**src/rtl/rir_cfg.svh**
```systemverilog
// offsets, field positions, encodings and cycle counts of the return instruction unit
`ifndef RIR_CFG_SVH
`define RIR_CFG_SVH

// ----------------------------------------
// register map (byte addresses)
// ----------------------------------------
`define RIR_OFS_STATUS   8'h00
`define RIR_OFS_PC       8'h04
`define RIR_OFS_SP       8'h08
`define RIR_OFS_FLAGS    8'h0C

// ----------------------------------------
// status fields (read) and command bits (write)
// ----------------------------------------
`define RIR_ST_ACTIVE    0
`define RIR_ST_SAVED     1
`define RIR_ST_BUSY      2
`define RIR_ST_UNSUP     3
`define RIR_ST_NMI_PEND  4
`define RIR_WR_EI        0
`define RIR_WR_DI        1
`define RIR_WR_CLR_UNSUP 3

// ----------------------------------------
// reset values
// ----------------------------------------
`define RIR_RST_PC       16'h0000
`define RIR_RST_SP       16'h0000
`define RIR_RST_FLAGS    8'h00

// ----------------------------------------
// opcode encodings
// ----------------------------------------
`define RIR_OP_PREFIX    8'hED
`define RIR_OP_MEXIT     8'h4D
`define RIR_OP_NEXIT     8'h45
`define RIR_RETCC_TOP    2'h3
`define RIR_RETCC_LOW    3'h0
`define RIR_NMI_VECTOR   16'h0066
`define RIR_CC_NZ        3'h0
`define RIR_CC_Z         3'h1
`define RIR_CC_NC        3'h2
`define RIR_CC_C         3'h3
`define RIR_CC_PO        3'h4
`define RIR_CC_PE        3'h5
`define RIR_CC_P         3'h6
`define RIR_CC_M         3'h7

// ----------------------------------------
// clock states per instruction (one state = one clock)
// ----------------------------------------
`define RIR_T_RETCC_TAKEN 4'hB
`define RIR_T_RETCC_SKIP  4'h5
`define RIR_T_SVC_EXIT    4'hE
`define RIR_T_NMI         4'hB
`define RIR_T_UNSUP       4'h4
`define RIR_T_POP_RETCC   4'h5
`define RIR_T_POP_SVC     4'h8
`define RIR_T_PUSH_NMI    4'h5
`define RIR_T_BYTE_GAP    4'h3

`endif

```
**src/rtl/rir_pkg.sv**
```systemverilog
// types shared by the return instruction unit
package rir_pkg;

	typedef struct packed {
		logic sign;
		logic zero;
		logic bit5;
		logic half;
		logic bit3;
		logic parity;
		logic subtract;
		logic carry;
	} rir_flags_t;

	typedef struct packed {
		logic [7:0] first;
		logic [7:0] second;
	} rir_op_t;

	typedef struct packed {
		logic        rd;
		logic        wr;
		logic [15:0] addr;
		logic [7:0]  wdata;
	} rir_mem_req_t;

	typedef enum logic {RIR_IDLE, RIR_RUN} rir_state_t;

	typedef enum logic [2:0] {K_RETCC, K_SKIP, K_MEXIT, K_NEXIT, K_NMI, K_UNSUP} rir_kind_t;

endpackage : rir_pkg

```
**src/rtl/rir_cond_eval.sv**
```systemverilog
// condition field decoder for the conditional return
`timescale 1ns/1ns
`default_nettype none
`include "rir_cfg.svh"

module rir_cond_eval import rir_pkg::*; (
	input  wire logic [2:0] i_cc,
	input  wire rir_flags_t i_flags,
	output logic            o_true
);

	always_comb begin
		unique case (i_cc)
			`RIR_CC_NZ: o_true = !i_flags.zero;
			`RIR_CC_Z:  o_true = i_flags.zero;
			`RIR_CC_NC: o_true = !i_flags.carry;
			`RIR_CC_C:  o_true = i_flags.carry;
			`RIR_CC_PO: o_true = !i_flags.parity;
			`RIR_CC_PE: o_true = i_flags.parity;
			`RIR_CC_P:  o_true = !i_flags.sign;
			`RIR_CC_M:  o_true = i_flags.sign;
		endcase
	end

endmodule : rir_cond_eval
`default_nettype wire

```
**src/rtl/rir_apb_slave.sv**
```systemverilog
// apb slave front end: one wait state, registered answer
`timescale 1ns/1ns
`default_nettype none
`include "rir_cfg.svh"

module rir_apb_slave import rir_pkg::*; (
	input  wire logic        i_sys_clk,
	input  wire logic        i_resetn,
	input  wire logic        i_psel,
	input  wire logic        i_penable,
	input  wire logic        i_pwrite,
	input  wire logic [7:0]  i_paddr,
	input  wire logic [31:0] i_rdata,
	output logic             o_pready,
	output logic [31:0]      o_prdata,
	output logic             o_pslverr,
	output logic             o_wr_stb
);

	logic        hit;
	logic        first_access;
	logic        next_pready;
	logic [31:0] next_prdata;
	logic        next_pslverr;

	always_comb begin
		hit = (i_paddr == `RIR_OFS_STATUS) || (i_paddr == `RIR_OFS_PC) ||
			(i_paddr == `RIR_OFS_SP) || (i_paddr == `RIR_OFS_FLAGS);
		first_access = i_psel && i_penable && !o_pready;
		next_pready  = first_access;
		next_pslverr = first_access && !hit;
		next_prdata  = (first_access && hit && !i_pwrite) ? i_rdata : 32'h0;
		// write lands on the edge that samples pready high
		o_wr_stb = i_psel && i_penable && o_pready && i_pwrite && hit;
	end

	always_ff @(posedge i_sys_clk or negedge i_resetn) begin
		if (!i_resetn) begin
			o_pready  <= 1'b0;
			o_prdata  <= 32'h0;
			o_pslverr <= 1'b0;
		end else begin
			o_pready  <= next_pready;
			o_prdata  <= next_prdata;
			o_pslverr <= next_pslverr;
		end
	end

endmodule : rir_apb_slave
`default_nettype wire

```
**src/rtl/rir_core.sv**
```systemverilog
// return instruction unit: conditional return, service exits and nmi entry
`timescale 1ns/1ns
`default_nettype none
`include "rir_cfg.svh"

// Behaviour
// - A taken return reads the low pc byte at the stack pointer, steps it, reads the high byte, steps it again.
// - A conditional return whose condition fails touches no stack and only advances the pc by one.
// - The three-bit condition selects not-zero, zero, no-carry, carry, parity odd/even, sign plus/minus.
// - The ED 4D maskable service exit restores the pc from the stack like a plain return.
// - The maskable service exit is made visible to the peripherals as the end of their service.
// - The maskable service exit leaves the active interrupt enable as it is.
// - The ED 45 non-maskable service exit restores the pc from the stack like a plain return.
// - The non-maskable service exit copies the saved enable into the active enable.
// - A non-maskable request holds off the next instruction without advancing the pc, pushes the pc and restarts at 0066H.
// - The nmi push writes the high byte at sp-1 and the low byte at sp-2, leaving sp two lower.
// - Every taken return pops low then high and leaves sp where it stood before the matching push.
// - None of the three returns alters any flag bit.
module rir_core import rir_pkg::*; (
	input  wire logic         i_sys_clk,
	input  wire logic         i_resetn,
	input  wire logic         i_psel,
	input  wire logic         i_penable,
	input  wire logic         i_pwrite,
	input  wire logic [7:0]   i_paddr,
	input  wire logic [31:0]  i_pwdata,
	output logic              o_pready,
	output logic [31:0]       o_prdata,
	output logic              o_pslverr,
	input  wire logic         i_op_valid,
	input  wire rir_op_t      i_op,
	output logic              o_op_ready,
	input  wire logic         i_nmi,
	output var rir_mem_req_t  o_mem,
	input  wire logic [7:0]   i_mem_rdata,
	output logic              o_service_exit,
	output logic [15:0]       o_pc,
	output logic              o_active_irq_enable
);

	// ----------------------------------------
	// state
	// ----------------------------------------
	rir_state_t   state,              next_state;
	rir_kind_t    kind,               next_kind;
	logic [3:0]   tcnt,               next_tcnt;
	logic [15:0]  program_counter,    next_program_counter;
	logic [15:0]  stack_pointer,      next_stack_pointer;
	rir_flags_t   flags,              next_flags;
	logic         active_irq_enable,  next_active_irq_enable;
	logic         saved_irq_enable,   next_saved_irq_enable;
	logic [7:0]   pop_lo,             next_pop_lo;
	logic         unsup,              next_unsup;
	logic         nmi_pend,           next_nmi_pend;
	rir_mem_req_t next_mem;
	logic         next_service_exit;
	logic         next_op_ready;

	logic         wr_stb;
	logic [31:0]  rd_data;
	logic         cond_true;
	logic         accept;
	logic         is_retcc;
	logic         is_ext;
	logic [3:0]   t_a;
	logic [3:0]   t_b;
	logic [3:0]   t_len;

	// ----------------------------------------
	// per-kind timing
	// ----------------------------------------
	function automatic logic [3:0] kind_len(input rir_kind_t k);
		unique case (k)
			K_RETCC:  kind_len = `RIR_T_RETCC_TAKEN;
			K_SKIP:   kind_len = `RIR_T_RETCC_SKIP;
			K_MEXIT:  kind_len = `RIR_T_SVC_EXIT;
			K_NEXIT:  kind_len = `RIR_T_SVC_EXIT;
			K_NMI:    kind_len = `RIR_T_NMI;
			K_UNSUP:  kind_len = `RIR_T_UNSUP;
			default:  kind_len = `RIR_T_UNSUP;
		endcase
	endfunction : kind_len

	function automatic logic [3:0] kind_issue(input rir_kind_t k);
		unique case (k)
			K_RETCC:  kind_issue = `RIR_T_POP_RETCC;
			K_MEXIT:  kind_issue = `RIR_T_POP_SVC;
			K_NEXIT:  kind_issue = `RIR_T_POP_SVC;
			K_NMI:    kind_issue = `RIR_T_PUSH_NMI;
			default:  kind_issue = 4'hF;
		endcase
	endfunction : kind_issue

	// ----------------------------------------
	// submodules
	// ----------------------------------------
	rir_apb_slave u_apb (
		.i_sys_clk (i_sys_clk),
		.i_resetn  (i_resetn),
		.i_psel    (i_psel),
		.i_penable (i_penable),
		.i_pwrite  (i_pwrite),
		.i_paddr   (i_paddr),
		.i_rdata   (rd_data),
		.o_pready  (o_pready),
		.o_prdata  (o_prdata),
		.o_pslverr (o_pslverr),
		.o_wr_stb  (wr_stb)
	);

	rir_cond_eval u_cond (
		.i_cc    (i_op.first[5:3]),
		.i_flags (flags),
		.o_true  (cond_true)
	);

	// ----------------------------------------
	// register read mux
	// ----------------------------------------
	always_comb begin
		rd_data = 32'h0;
		case (i_paddr)
			`RIR_OFS_STATUS: begin
				rd_data[`RIR_ST_ACTIVE]   = active_irq_enable;
				rd_data[`RIR_ST_SAVED]    = saved_irq_enable;
				rd_data[`RIR_ST_BUSY]     = (state == RIR_RUN);
				rd_data[`RIR_ST_UNSUP]    = unsup;
				rd_data[`RIR_ST_NMI_PEND] = nmi_pend;
			end
			`RIR_OFS_PC:    rd_data[15:0] = program_counter;
			`RIR_OFS_SP:    rd_data[15:0] = stack_pointer;
			`RIR_OFS_FLAGS: rd_data[7:0]  = flags;
			default:        rd_data = 32'h0;
		endcase
	end

	// ----------------------------------------
	// sequencer next state
	// ----------------------------------------
	always_comb begin
		is_ext   = (i_op.first == `RIR_OP_PREFIX);
		is_retcc = (i_op.first[7:6] == `RIR_RETCC_TOP) &&
			(i_op.first[2:0] == `RIR_RETCC_LOW);
		accept   = (state == RIR_IDLE) && !nmi_pend && i_op_valid && o_op_ready;
		t_a      = kind_issue(kind);
		t_b      = t_a + `RIR_T_BYTE_GAP;
		t_len    = kind_len(kind);

		next_state             = state;
		next_kind              = kind;
		next_tcnt              = tcnt;
		next_program_counter   = program_counter;
		next_stack_pointer     = stack_pointer;
		next_flags             = flags;
		next_active_irq_enable = active_irq_enable;
		next_saved_irq_enable  = saved_irq_enable;
		next_pop_lo            = pop_lo;
		next_unsup             = unsup;
		next_nmi_pend          = nmi_pend || i_nmi;
		next_mem               = '0;
		next_service_exit      = 1'b0;

		// software writes take effect only while idle, so a running instruction sees stable state
		if (wr_stb && state == RIR_IDLE) begin
			if (i_paddr == `RIR_OFS_STATUS) begin
				if (i_pwdata[`RIR_WR_EI]) begin
					next_active_irq_enable = 1'b1;
					next_saved_irq_enable  = 1'b1;
				end else if (i_pwdata[`RIR_WR_DI]) begin
					next_active_irq_enable = 1'b0;
					next_saved_irq_enable  = 1'b0;
				end
				if (i_pwdata[`RIR_WR_CLR_UNSUP])
					next_unsup = 1'b0;
			end else if (i_paddr == `RIR_OFS_PC) begin
				next_program_counter = i_pwdata[15:0];
			end else if (i_paddr == `RIR_OFS_SP) begin
				next_stack_pointer = i_pwdata[15:0];
			end else if (i_paddr == `RIR_OFS_FLAGS) begin
				next_flags = i_pwdata[7:0];
			end
		end

		unique case (state)
			RIR_IDLE: begin
				next_tcnt = 4'h1;
				if (nmi_pend) begin
					// the pending instruction is not taken
					next_state             = RIR_RUN;
					next_kind              = K_NMI;
					next_tcnt              = 4'h2;
					next_saved_irq_enable  = active_irq_enable;
					next_active_irq_enable = 1'b0;
					next_nmi_pend          = i_nmi;
				end else if (accept) begin
					next_state = RIR_RUN;
					next_tcnt  = 4'h2;
					if (!is_ext && is_retcc) begin
						next_kind = cond_true ? K_RETCC : K_SKIP;
					end else if (is_ext && i_op.second == `RIR_OP_MEXIT) begin
						next_kind = K_MEXIT;
					end else if (is_ext && i_op.second == `RIR_OP_NEXIT) begin
						next_kind = K_NEXIT;
					end else begin
						next_kind  = K_UNSUP;
						next_unsup = 1'b1;
						next_program_counter = program_counter + (is_ext ? 16'h2 : 16'h1);
					end
				end
			end
			RIR_RUN: begin
				next_tcnt = tcnt + 4'h1;
				if (kind == K_RETCC || kind == K_MEXIT || kind == K_NEXIT) begin
					if (tcnt == t_a - 4'h1 || tcnt == t_b - 4'h1) begin
						next_mem.rd   = 1'b1;
						next_mem.addr = stack_pointer;
					end
					if (tcnt == t_a + 4'h1) begin
						next_pop_lo        = i_mem_rdata;
						next_stack_pointer = stack_pointer + 16'h1;
					end
					if (tcnt == t_b + 4'h1) begin
						next_program_counter = {i_mem_rdata, pop_lo};
						next_stack_pointer   = stack_pointer + 16'h1;
					end
				end
				if (kind == K_NMI) begin
					if (tcnt == t_a - 4'h1) begin
						next_mem.wr        = 1'b1;
						next_mem.addr      = stack_pointer - 16'h1;
						next_mem.wdata     = program_counter[15:8];
						next_stack_pointer = stack_pointer - 16'h1;
					end
					if (tcnt == t_b - 4'h1) begin
						next_mem.wr        = 1'b1;
						next_mem.addr      = stack_pointer - 16'h1;
						next_mem.wdata     = program_counter[7:0];
						next_stack_pointer = stack_pointer - 16'h1;
					end
				end
				if (tcnt == t_len) begin
					next_state = RIR_IDLE;
					next_tcnt  = 4'h1;
					if (kind == K_SKIP)
						next_program_counter = program_counter + 16'h1;
					if (kind == K_MEXIT)
						next_service_exit = 1'b1;
					if (kind == K_NEXIT)
						next_active_irq_enable = saved_irq_enable;
					if (kind == K_NMI)
						next_program_counter = `RIR_NMI_VECTOR;
				end
			end
		endcase

		next_op_ready = (next_state == RIR_IDLE) && !next_nmi_pend;
	end

	always_ff @(posedge i_sys_clk or negedge i_resetn) begin
		if (!i_resetn) begin
			state             <= RIR_IDLE;
			kind              <= K_SKIP;
			tcnt              <= 4'h1;
			program_counter   <= `RIR_RST_PC;
			stack_pointer     <= `RIR_RST_SP;
			flags             <= `RIR_RST_FLAGS;
			active_irq_enable <= 1'b0;
			saved_irq_enable  <= 1'b0;
			pop_lo            <= 8'h00;
			unsup             <= 1'b0;
			nmi_pend          <= 1'b0;
			o_mem             <= '0;
			o_service_exit    <= 1'b0;
			o_op_ready        <= 1'b0;
		end else begin
			state             <= next_state;
			kind              <= next_kind;
			tcnt              <= next_tcnt;
			program_counter   <= next_program_counter;
			stack_pointer     <= next_stack_pointer;
			flags             <= next_flags;
			active_irq_enable <= next_active_irq_enable;
			saved_irq_enable  <= next_saved_irq_enable;
			pop_lo            <= next_pop_lo;
			unsup             <= next_unsup;
			nmi_pend          <= next_nmi_pend;
			o_mem             <= next_mem;
			o_service_exit    <= next_service_exit;
			o_op_ready        <= next_op_ready;
		end
	end

	always_comb begin
		o_pc                = program_counter;
		o_active_irq_enable = active_irq_enable;
	end

	// ----------------------------------------
	// checks
	// ----------------------------------------
	logic [15:0] entry_sp;

	always_ff @(posedge i_sys_clk or negedge i_resetn) begin
		if (!i_resetn)
			entry_sp <= 16'h0;
		else if (state == RIR_RUN && tcnt == 4'h2)
			entry_sp <= stack_pointer;
	end
endmodule : rir_core
`default_nettype wire

```
**config.mk**
```make
export PLATFORM = sky130hd
export DESIGN_NAME = rir_core
export DESIGN_NICKNAME = d
export VERILOG_FILES = /design/src/rtl/rir_pkg.sv /design/src/rtl/rir_cond_eval.sv /design/src/rtl/rir_apb_slave.sv /design/src/rtl/rir_core.sv
export VERILOG_INCLUDE_DIRS = /design/src /design/src/rtl
export SDC_FILE = /design/constraint.sdc
export NUM_CORES = 1
export LEC_CHECK = 0
export BUFFER_PORTS_ARGS = -buffer_cell sky130_fd_sc_hd__buf_4
export CORE_MARGIN = 2
export CORE_UTILIZATION = 57
export CTS_BUF_LIST = sky130_fd_sc_hd__clkbuf_8
export DETAILED_ROUTE_END_ITERATION = 8
export PLACE_DENSITY = 0.84
export SLEW_MARGIN = 5
export SYNTH_ARGS = -nofsm -noshare
export SYNTH_HDL_FRONTEND = slang
export SYNTH_SLANG_ARGS = --single-unit
```
**constraint.sdc**
```tcl
create_clock -name i_sys_clk -period 2.7 [get_ports i_sys_clk]
set_input_delay 0.135 -clock i_sys_clk [delete_from_list [all_inputs] [get_ports i_sys_clk]]
set_output_delay 0.135 -clock i_sys_clk [all_outputs]
set_load 0.05 [all_outputs]
```
==> impl_metrics.py, run 1 <==
metrics = {
    "clock_tree": {
        "clock_latency_ns": 0.39,
        "cts_tree": "done",
        "cts_max_path_buffers": 2,
        "cts_buffers": 9,
        "post_cts_buffers": 0,
        "clockRootBuffer": "clkbuf_8",
        "clkSinkCount": 106,
        "clkSlewWorstSetupHoldPaths_ns": 0.11,
        "cts_max_level": 3,
    },
    "power_and_ir_drop": {
        "peakVddDrop_v": 0.0005194,
        "clkPwrFrac": 0.121,
        "p_leak_nw": 3.773,
        "p_sw_mw": 4.057,
        "swShare": 0.4943,
        "p_comb_frac": 0.545,
        "total_power_mw": 8.208,
        "p_per_area_nw_per_um2": 951.0,
        "seq_power_share": 0.334,
        "p_int_mw": 4.150,
    },
    "critical_path": {
        "worstPathMaxFanout": 23,
        "worstSetupEndpointType": "flip-flop",
        "slowest_delay_ns": 0.73,
        "cp_num_buf_inv": 2,
        "crit_family": "compound AO/OA/AOI/OAI gates",
        "worstPathArrival_ns": 2.85,
        "crit_chain": "xor2_1, and3_1, o311ai_4, a21o_4, inv_2, buf_12, a221oi_1, o22ai_1",
        "cpMaxStageDelayCell": "dfstp_4",
        "worst-setup-path-type": "flip-flop to flip-flop",
        "required_ns": 2.96,
        "crit_path_start_kind": "flip-flop",
    },
    "drt": {
        "drtIter0Drc": 810,
        "drc": 0,
        "wl_per_cell_um": 21.24,
        "vias": 6975,
        "first_pass_iters": 5,
        "via_per_inst": 6.519,
        "drt_wl_total_mm": 22.73,
        "antenna_left": 0,
    },
    "timing": {
        "period_share": 0.9579,
        "fin_skew_ns": 0.01411,
        "finalSetupViolCount": 0,
        "final.setup.worst_slack_ns": 0.1137,
        "slew_viol_final": 0,
        "worst_pin_slew_ns": 0.6762,
        "slew-limit-headroom": 0.5472,
        "timing.setup.tns_ns": 0,
        "hold_slack_ns": 0.008991,
        "finalHoldViolCount": 0,
        "max_freq_ghz": 0.3867,
        "post-route-min-period_ns": 2.586,
    },
    "min_path": {
        "hold_class": "input port to flip-flop",
    },
    "floorplan": {
        "initial_core_util": 0.5804,
        "coreArea_sq_um": 12520,
        "ios": 150,
        "dieArea_sq_um": 13660,
        "rows": 41,
        "die-width_um": 116.9,
        "die_y_um": 116.9,
    },
    "logic_synthesis": {
        "avgSynthCellArea_sq_um": 9.313,
        "ys_top_cells_by_area": "dfrtp_1, mux2i_1, a21oi_1, mux2_2, nor2_1",
        "yosys_warnings": 0,
        "ys_seq_area_frac": 0.3655,
        "syn_area_sq_um": 7264,
        "yosysTopAreaCell": "dfrtp_1",
        "synthTopCellsByCount": "dfrtp_1, nor2_1, nand2_1",
        "async_reset_ff_frac": 1.000,
        "syn_inst": 780,
        "ys_ff_latch": 106,
        "synth_flop_cell": "dfrtp_1",
        "yosysMostFrequentCell": "dfrtp_1",
        "synth-edff-count": 0,
        "yosysTopAreaCellShare": 0.3583,
        "ys_types": 94,
    },
    "finish": {
        "layout-drive-gt1-share": 0.2918,
        "multi_input_area_sq_um": 4128,
        "area.sequential_sq_um": 2664,
        "area_growth_pct": 18.81,
        "fin_area_sq_um": 8631,
        "nets": 971,
        "fillers": 1026,
        "diodes": 0,
    },
    "placed_design": {
        "globalplace.congestion": 0.9883,
        "io_buffer_count": 117,
        "place_area_sq_um": 8367,
        "dp_hpwl_mm": 16.84,
        "dp_slack_ns": 0.03528,
    },
    "global_routing": {
        "grt_pass1_wl_mm": 34.98,
        "first_global_vias": 6523,
        "grt_usage": 0.3390,
        "grt_max_degree": 63,
        "antenna_found_initial": 0,
        "grt-ovfl-total": 0,
    },
    "run": {
        "cap_viol_max_count": 0,
    },
    "run_status": {
        "status": "finished, final reports clean",
    },
}
-- power groups by stage --
stage,sequential [mW],clock (mW),combinational [mW]
2_1_floorplan,3.07,0,2.68
3_3_place_gp,2.73,0,4.29
3_5_place_dp,2.74,0,4.37
4_1_cts,2.71,0.993,4.40
5_1_grt,2.80,1.06,4.78
6_report,2.74,0.992,4.47
-- worst paths after layout --
check                          startpoint          endpoint  slack [ns]  cells past startpoint
max                               tcnt[0]  stack_pointer[5]        0.11                      8
min                        i_mem_rdata[7]         pop_lo[7]       0.009                      2
max reg2reg                       tcnt[0]  stack_pointer[5]        0.11                      8
min reg2reg                         unsup             unsup        0.51                      2
max in group asynchronous        i_resetn           tcnt[0]        1.61                      3
min in group asynchronous        i_resetn         o_mem[24]        0.29                      2
-- registers in the layout, indices dropped and copies added, names as in the netlist, 3 cells and up --
signal and count:
o_mem 26, o_pc 16, stack_pointer 16, u_apb.o_prdata 16, flags 8, pop_lo 8
tcnt 4, kind 3
-- timing repair --
action                                  4_1_cts  5_1_grt
endpoints found under the hold margin        49        0
endpoints found under the setup margin        0       11
hold buffers                                  5        0
resized for setup                             0        5
-- cells by family (layout without fill, tap and decap cells) --
| family | after synthesis | after routing | synth area share |
|---|---|---|---|
| buffers and inverters | 104 | 207 | 0.07561 |
| muxes | 59 | 59 | 0.09783 |
| AOI/OAI and AO/OA | 202 | 202 | 0.2112 |
| and+or+nand+nor | 271 | 271 | 0.1991 |
| DFF | 106 | 106 | 0.3655 |
| other | 1 | 16 | 0.0005162 |
| xor gates and xnor gates | 30 | 30 | 0.03720 |
| adders and majority gates | 7 | 7 | 0.01309 |
-- layout make-up --
type                       instances  area share
clock inverter                     6    0.006524
inverter                          21    0.009133
sequential                       106      0.3086
tap                              172     0.02493
multi-input combinational        585      0.4783
timing repair buffer             170      0.1566
clock buffer                      10     0.01595
-- metrics by stage --
step | utilization | instances
6_report | 0.6895 | 1070
3_3_place_gp | 0.6684 | 1049
4_1_cts | 0.6879 | 1070
3_5_place_dp | 0.6684 | 1049
2_1_floorplan | - | 795
5_1_grt | 0.6895 | 1070
-- worst reg2reg max path, stage by stage (launching register included) --
cell and delay, ns:
dfstp_4 0.73, xor2_1 0.08, and3_1 0.22, o311ai_4 0.33, a21o_4 0.30, inv_2 0.16, buf_12 0.19, a221oi_1 0.31
o22ai_1 0.15
-- layout by cell type (no fill, tap or decap), types with 8 or more instances in the layout --
cell,instances
buf_4,160
dfrtp_1,103
nor2_1,66
nand2_1,57
a21oi_1,52
mux2i_1,28
mux2_2,23
o21ai_0,21
nand3_1,21
inv_1,19
xnor2_1,16
nor3_1,16
conb_1,16
nor4_1,13
a22oi_1,13
xor2_1,13
nand4_1,13
o22ai_1,12
nor2b_1,10
o211ai_1,10
clkbuf_8,10
and3_1,8
and2_1,8
or3_1,8
o221ai_1,8
-- layer usage --
metal,vias to the layer above,global-route usage,share of wire
met1,3307,0.4595,0.40
li1,3064,-,-
met3,90,0.08136,0.12
met2,514,0.5183,0.44
met4,0,0.1529,0.046
met5,-,0.007407,0
Power figures use the tool's default switching activity.
==> inputs of run 2 (changes only) <==
--- a/config.mk
+++ b/config.mk
@@ -7,7 +7,6 @@
 export NUM_CORES = 1
 export LEC_CHECK = 0
 export BUFFER_PORTS_ARGS = -buffer_cell sky130_fd_sc_hd__buf_4
-export CORE_MARGIN = 2
 export CORE_UTILIZATION = 57
 export CTS_BUF_LIST = sky130_fd_sc_hd__clkbuf_8
 export DETAILED_ROUTE_END_ITERATION = 8
==> run 2 against run 1 <==
Compared with the run above:
- cell count up 1.3%
- flip-flop and latch count unchanged
- fmax up 1.1%
- sequential share of layout area down 0.47 points
- clock-buffer cell count down 1
- combinational power up 3%
- total power up 1.8%
- critical endpoint is now stack_pointer[10]
- largest cell class unchanged
- largest power group unchanged
==> impl_metrics.py, run 2 (synthesis results as in run 1) <==
metrics = {
    "finish": {
        "diodes": 0,
        "top_register": "o_mem",
        "area_growth_pct": 20.31,
        "layout-drive-gt1-share": 0.2980,
        "nets": 989,
        "instances_no_fill": 1084,
        "final_cell_mix": "buf_4, dfrtp_1, nor2_1",
        "fillers": 989,
        "mostFrequentLayoutCell": "buf_4",
        "largest_register_ffs": 26,
    },
    "clock_tree": {
        "cts_max_path_buffers": 2,
        "clkSinkCount": 106,
        "cts_max_level": 3,
        "post_cts_buffers": 0,
        "cts_tree": "done",
        "clockRootBuffer": "clkbuf_8",
        "clock_latency_ns": 0.41,
        "clkSlewWorstSetupHoldPaths_ns": 0.12,
        "cts_buffers": 9,
    },
    "critical_path": {
        "worst-setup-path-type": "flip-flop to flip-flop",
        "crit_family": "flip-flops",
        "cpMaxStageDelayCell": "dfstp_2",
        "slowest_delay_ns": 0.77,
        "r2r_setup_slack_ns": 0.14,
        "worstSetupEndpointType": "flip-flop",
        "r2r_cells": 8,
        "required_ns": 3.03,
        "worstPathMaxFanout": 24,
        "cp.depth": 8,
        "worstPathArrival_ns": 2.89,
        "crit_chain": "mux2i_4, xnor2_1, o31ai_4, a21o_4, inv_2, buf_4, a221oi_2, o22ai_1",
        "crit_path_start_kind": "flip-flop",
        "cp_num_buf_inv": 2,
        "critPathLaunch": "kind[0]",
        "r2r-start": "kind[0]",
    },
    "global_routing": {
        "use_met2": 0.5984,
        "first_global_vias": 6700,
        "grtUsageMet1": 0.4925,
        "grt_usage": 0.3795,
        "use_met3": 0.07486,
        "grt_pass1_wl_mm": 37.51,
        "antenna_found_initial": 0,
        "grt_busiest_layer": "met2",
        "grt_max_degree": 53,
        "grt-ovfl-total": 0,
    },
    "floorplan": {
        "initial_core_util": 0.5949,
        "coreArea_sq_um": 12210,
        "ios": 150,
        "die_y_um": 114.9,
        "die-width_um": 114.9,
        "rows": 40,
        "dieArea_sq_um": 13200,
    },
    "drt": {
        "drtIter0Drc": 780,
        "vias": 7044,
        "drc": 0,
        "wl_per_cell_um": 22.43,
        "drt_wl_total_mm": 24.31,
        "antenna_left": 0,
        "via_per_inst": 6.498,
        "first_pass_iters": 6,
    },
    "min_path": {
        "min_path_cells": 2,
        "holdCritStartpoint": "i_mem_rdata[7]",
        "hold_class": "input port to flip-flop",
    },
    "timing": {
        "timing.setup.tns_ns": 0,
        "period_share": 0.9472,
        "max_freq_ghz": 0.3910,
        "rsz0062_at_grt": "no",
        "finalSetupViolCount": 0,
        "fin_skew_ns": 0.01916,
        "finalHoldViolCount": 0,
        "worst_pin_slew_ns": 0.7664,
        "slew-limit-headroom": 0.4844,
        "post-route-min-period_ns": 2.557,
        "slew_viol_final": 0,
    },
    "power_and_ir_drop": {
        "p_leak_nw": 3.844,
        "peakVddDrop_v": 0.0007376,
        "p_per_area_nw_per_um2": 956.4,
    },
    "placed_design": {
        "globalplace.congestion": 1.019,
        "dp.cells": 1056,
        "io_buffer_count": 117,
        "dp_hpwl_mm": 18.09,
    },
    "run": {
        "cap_viol_max_count": 0,
    },
    "run_status": {
        "status": "finished, final reports clean",
    },
}
==> run 2: power by group <==
group	total [mW]	internal, mW	leakage, nW	switching [mW]
registers	2.70	2.03	1.36	0.667
clock network	1.04	0.372	0.103	0.669
logic	4.62	1.79	2.38	2.83
==> run 2: stage by stage <==
| stage | total power [mW] | cell area, sq um | setup slack, ns | hold slack [ns] | util |
|---|---|---|---|---|---|
| after global routing | 8.740 | 8740 | 0.06226 | 0.005490 | 0.7157 |
| final | 8.358 | 8740 | 0.1426 | 0.01389 | 0.7157 |
| after floorplan | 5.749 | 7321 | 0.2268 | -0.1606 | - |
| after CTS | 8.235 | 8727 | 0.1246 | 0.006776 | 0.7147 |
| after global placement | 7.114 | 8407 | 0.1801 | 0.2422 | 0.6884 |
| after detailed placement | 7.200 | 8407 | 0.1464 | 0.2403 | 0.6884 |
==> run 2: area by class of cell <==
type,count,area (sq um),share of cell area
clock inverters,7,76.32,0.008733
flip-flops and latches,106,2656,0.3039
repair buffers,188,1466,0.1678
clock buffers,9,123.9,0.01417
inverters,21,78.83,0.009019
multi-input cells,585,4128,0.4723
well taps,168,210.2,0.02405
==> run 2: final timing paths <==
check / endpoint
setup reg to reg: stack_pointer[10]
hold / removal: pop_lo[7]
max in group asynchronous: tcnt[0]
min in group asynchronous: stack_pointer[11]
hold reg to reg: flags[4]
setup / recovery: stack_pointer[10]
==> run 2: per-layer routing <==
metal  vias to the layer above  wire [um]  share of wire
met4                         0       1117          0.046
met3                        80       2318          0.095
met1                      3399       9424           0.39
met5                         -          0              0
li1                       3105          -              -
met2                       460      11450           0.47
==> run 2: what timing repair did <==
action	in CTS	in global routing
hold endpoints to repair	60	0
hold buffers	12	0
endpoints found under the setup margin	0	3
gates resized for setup	0	3
==> run 2: worst reg2reg max path, delay by kind of cell (launching register included) <==
kind	cells	cell delay [ns]
flip-flops	1	0.77
AO/OA/AOI/OAI	4	0.63
buffers and inverters	2	0.60
XOR/XNOR	1	0.31
multiplexers	1	0.18
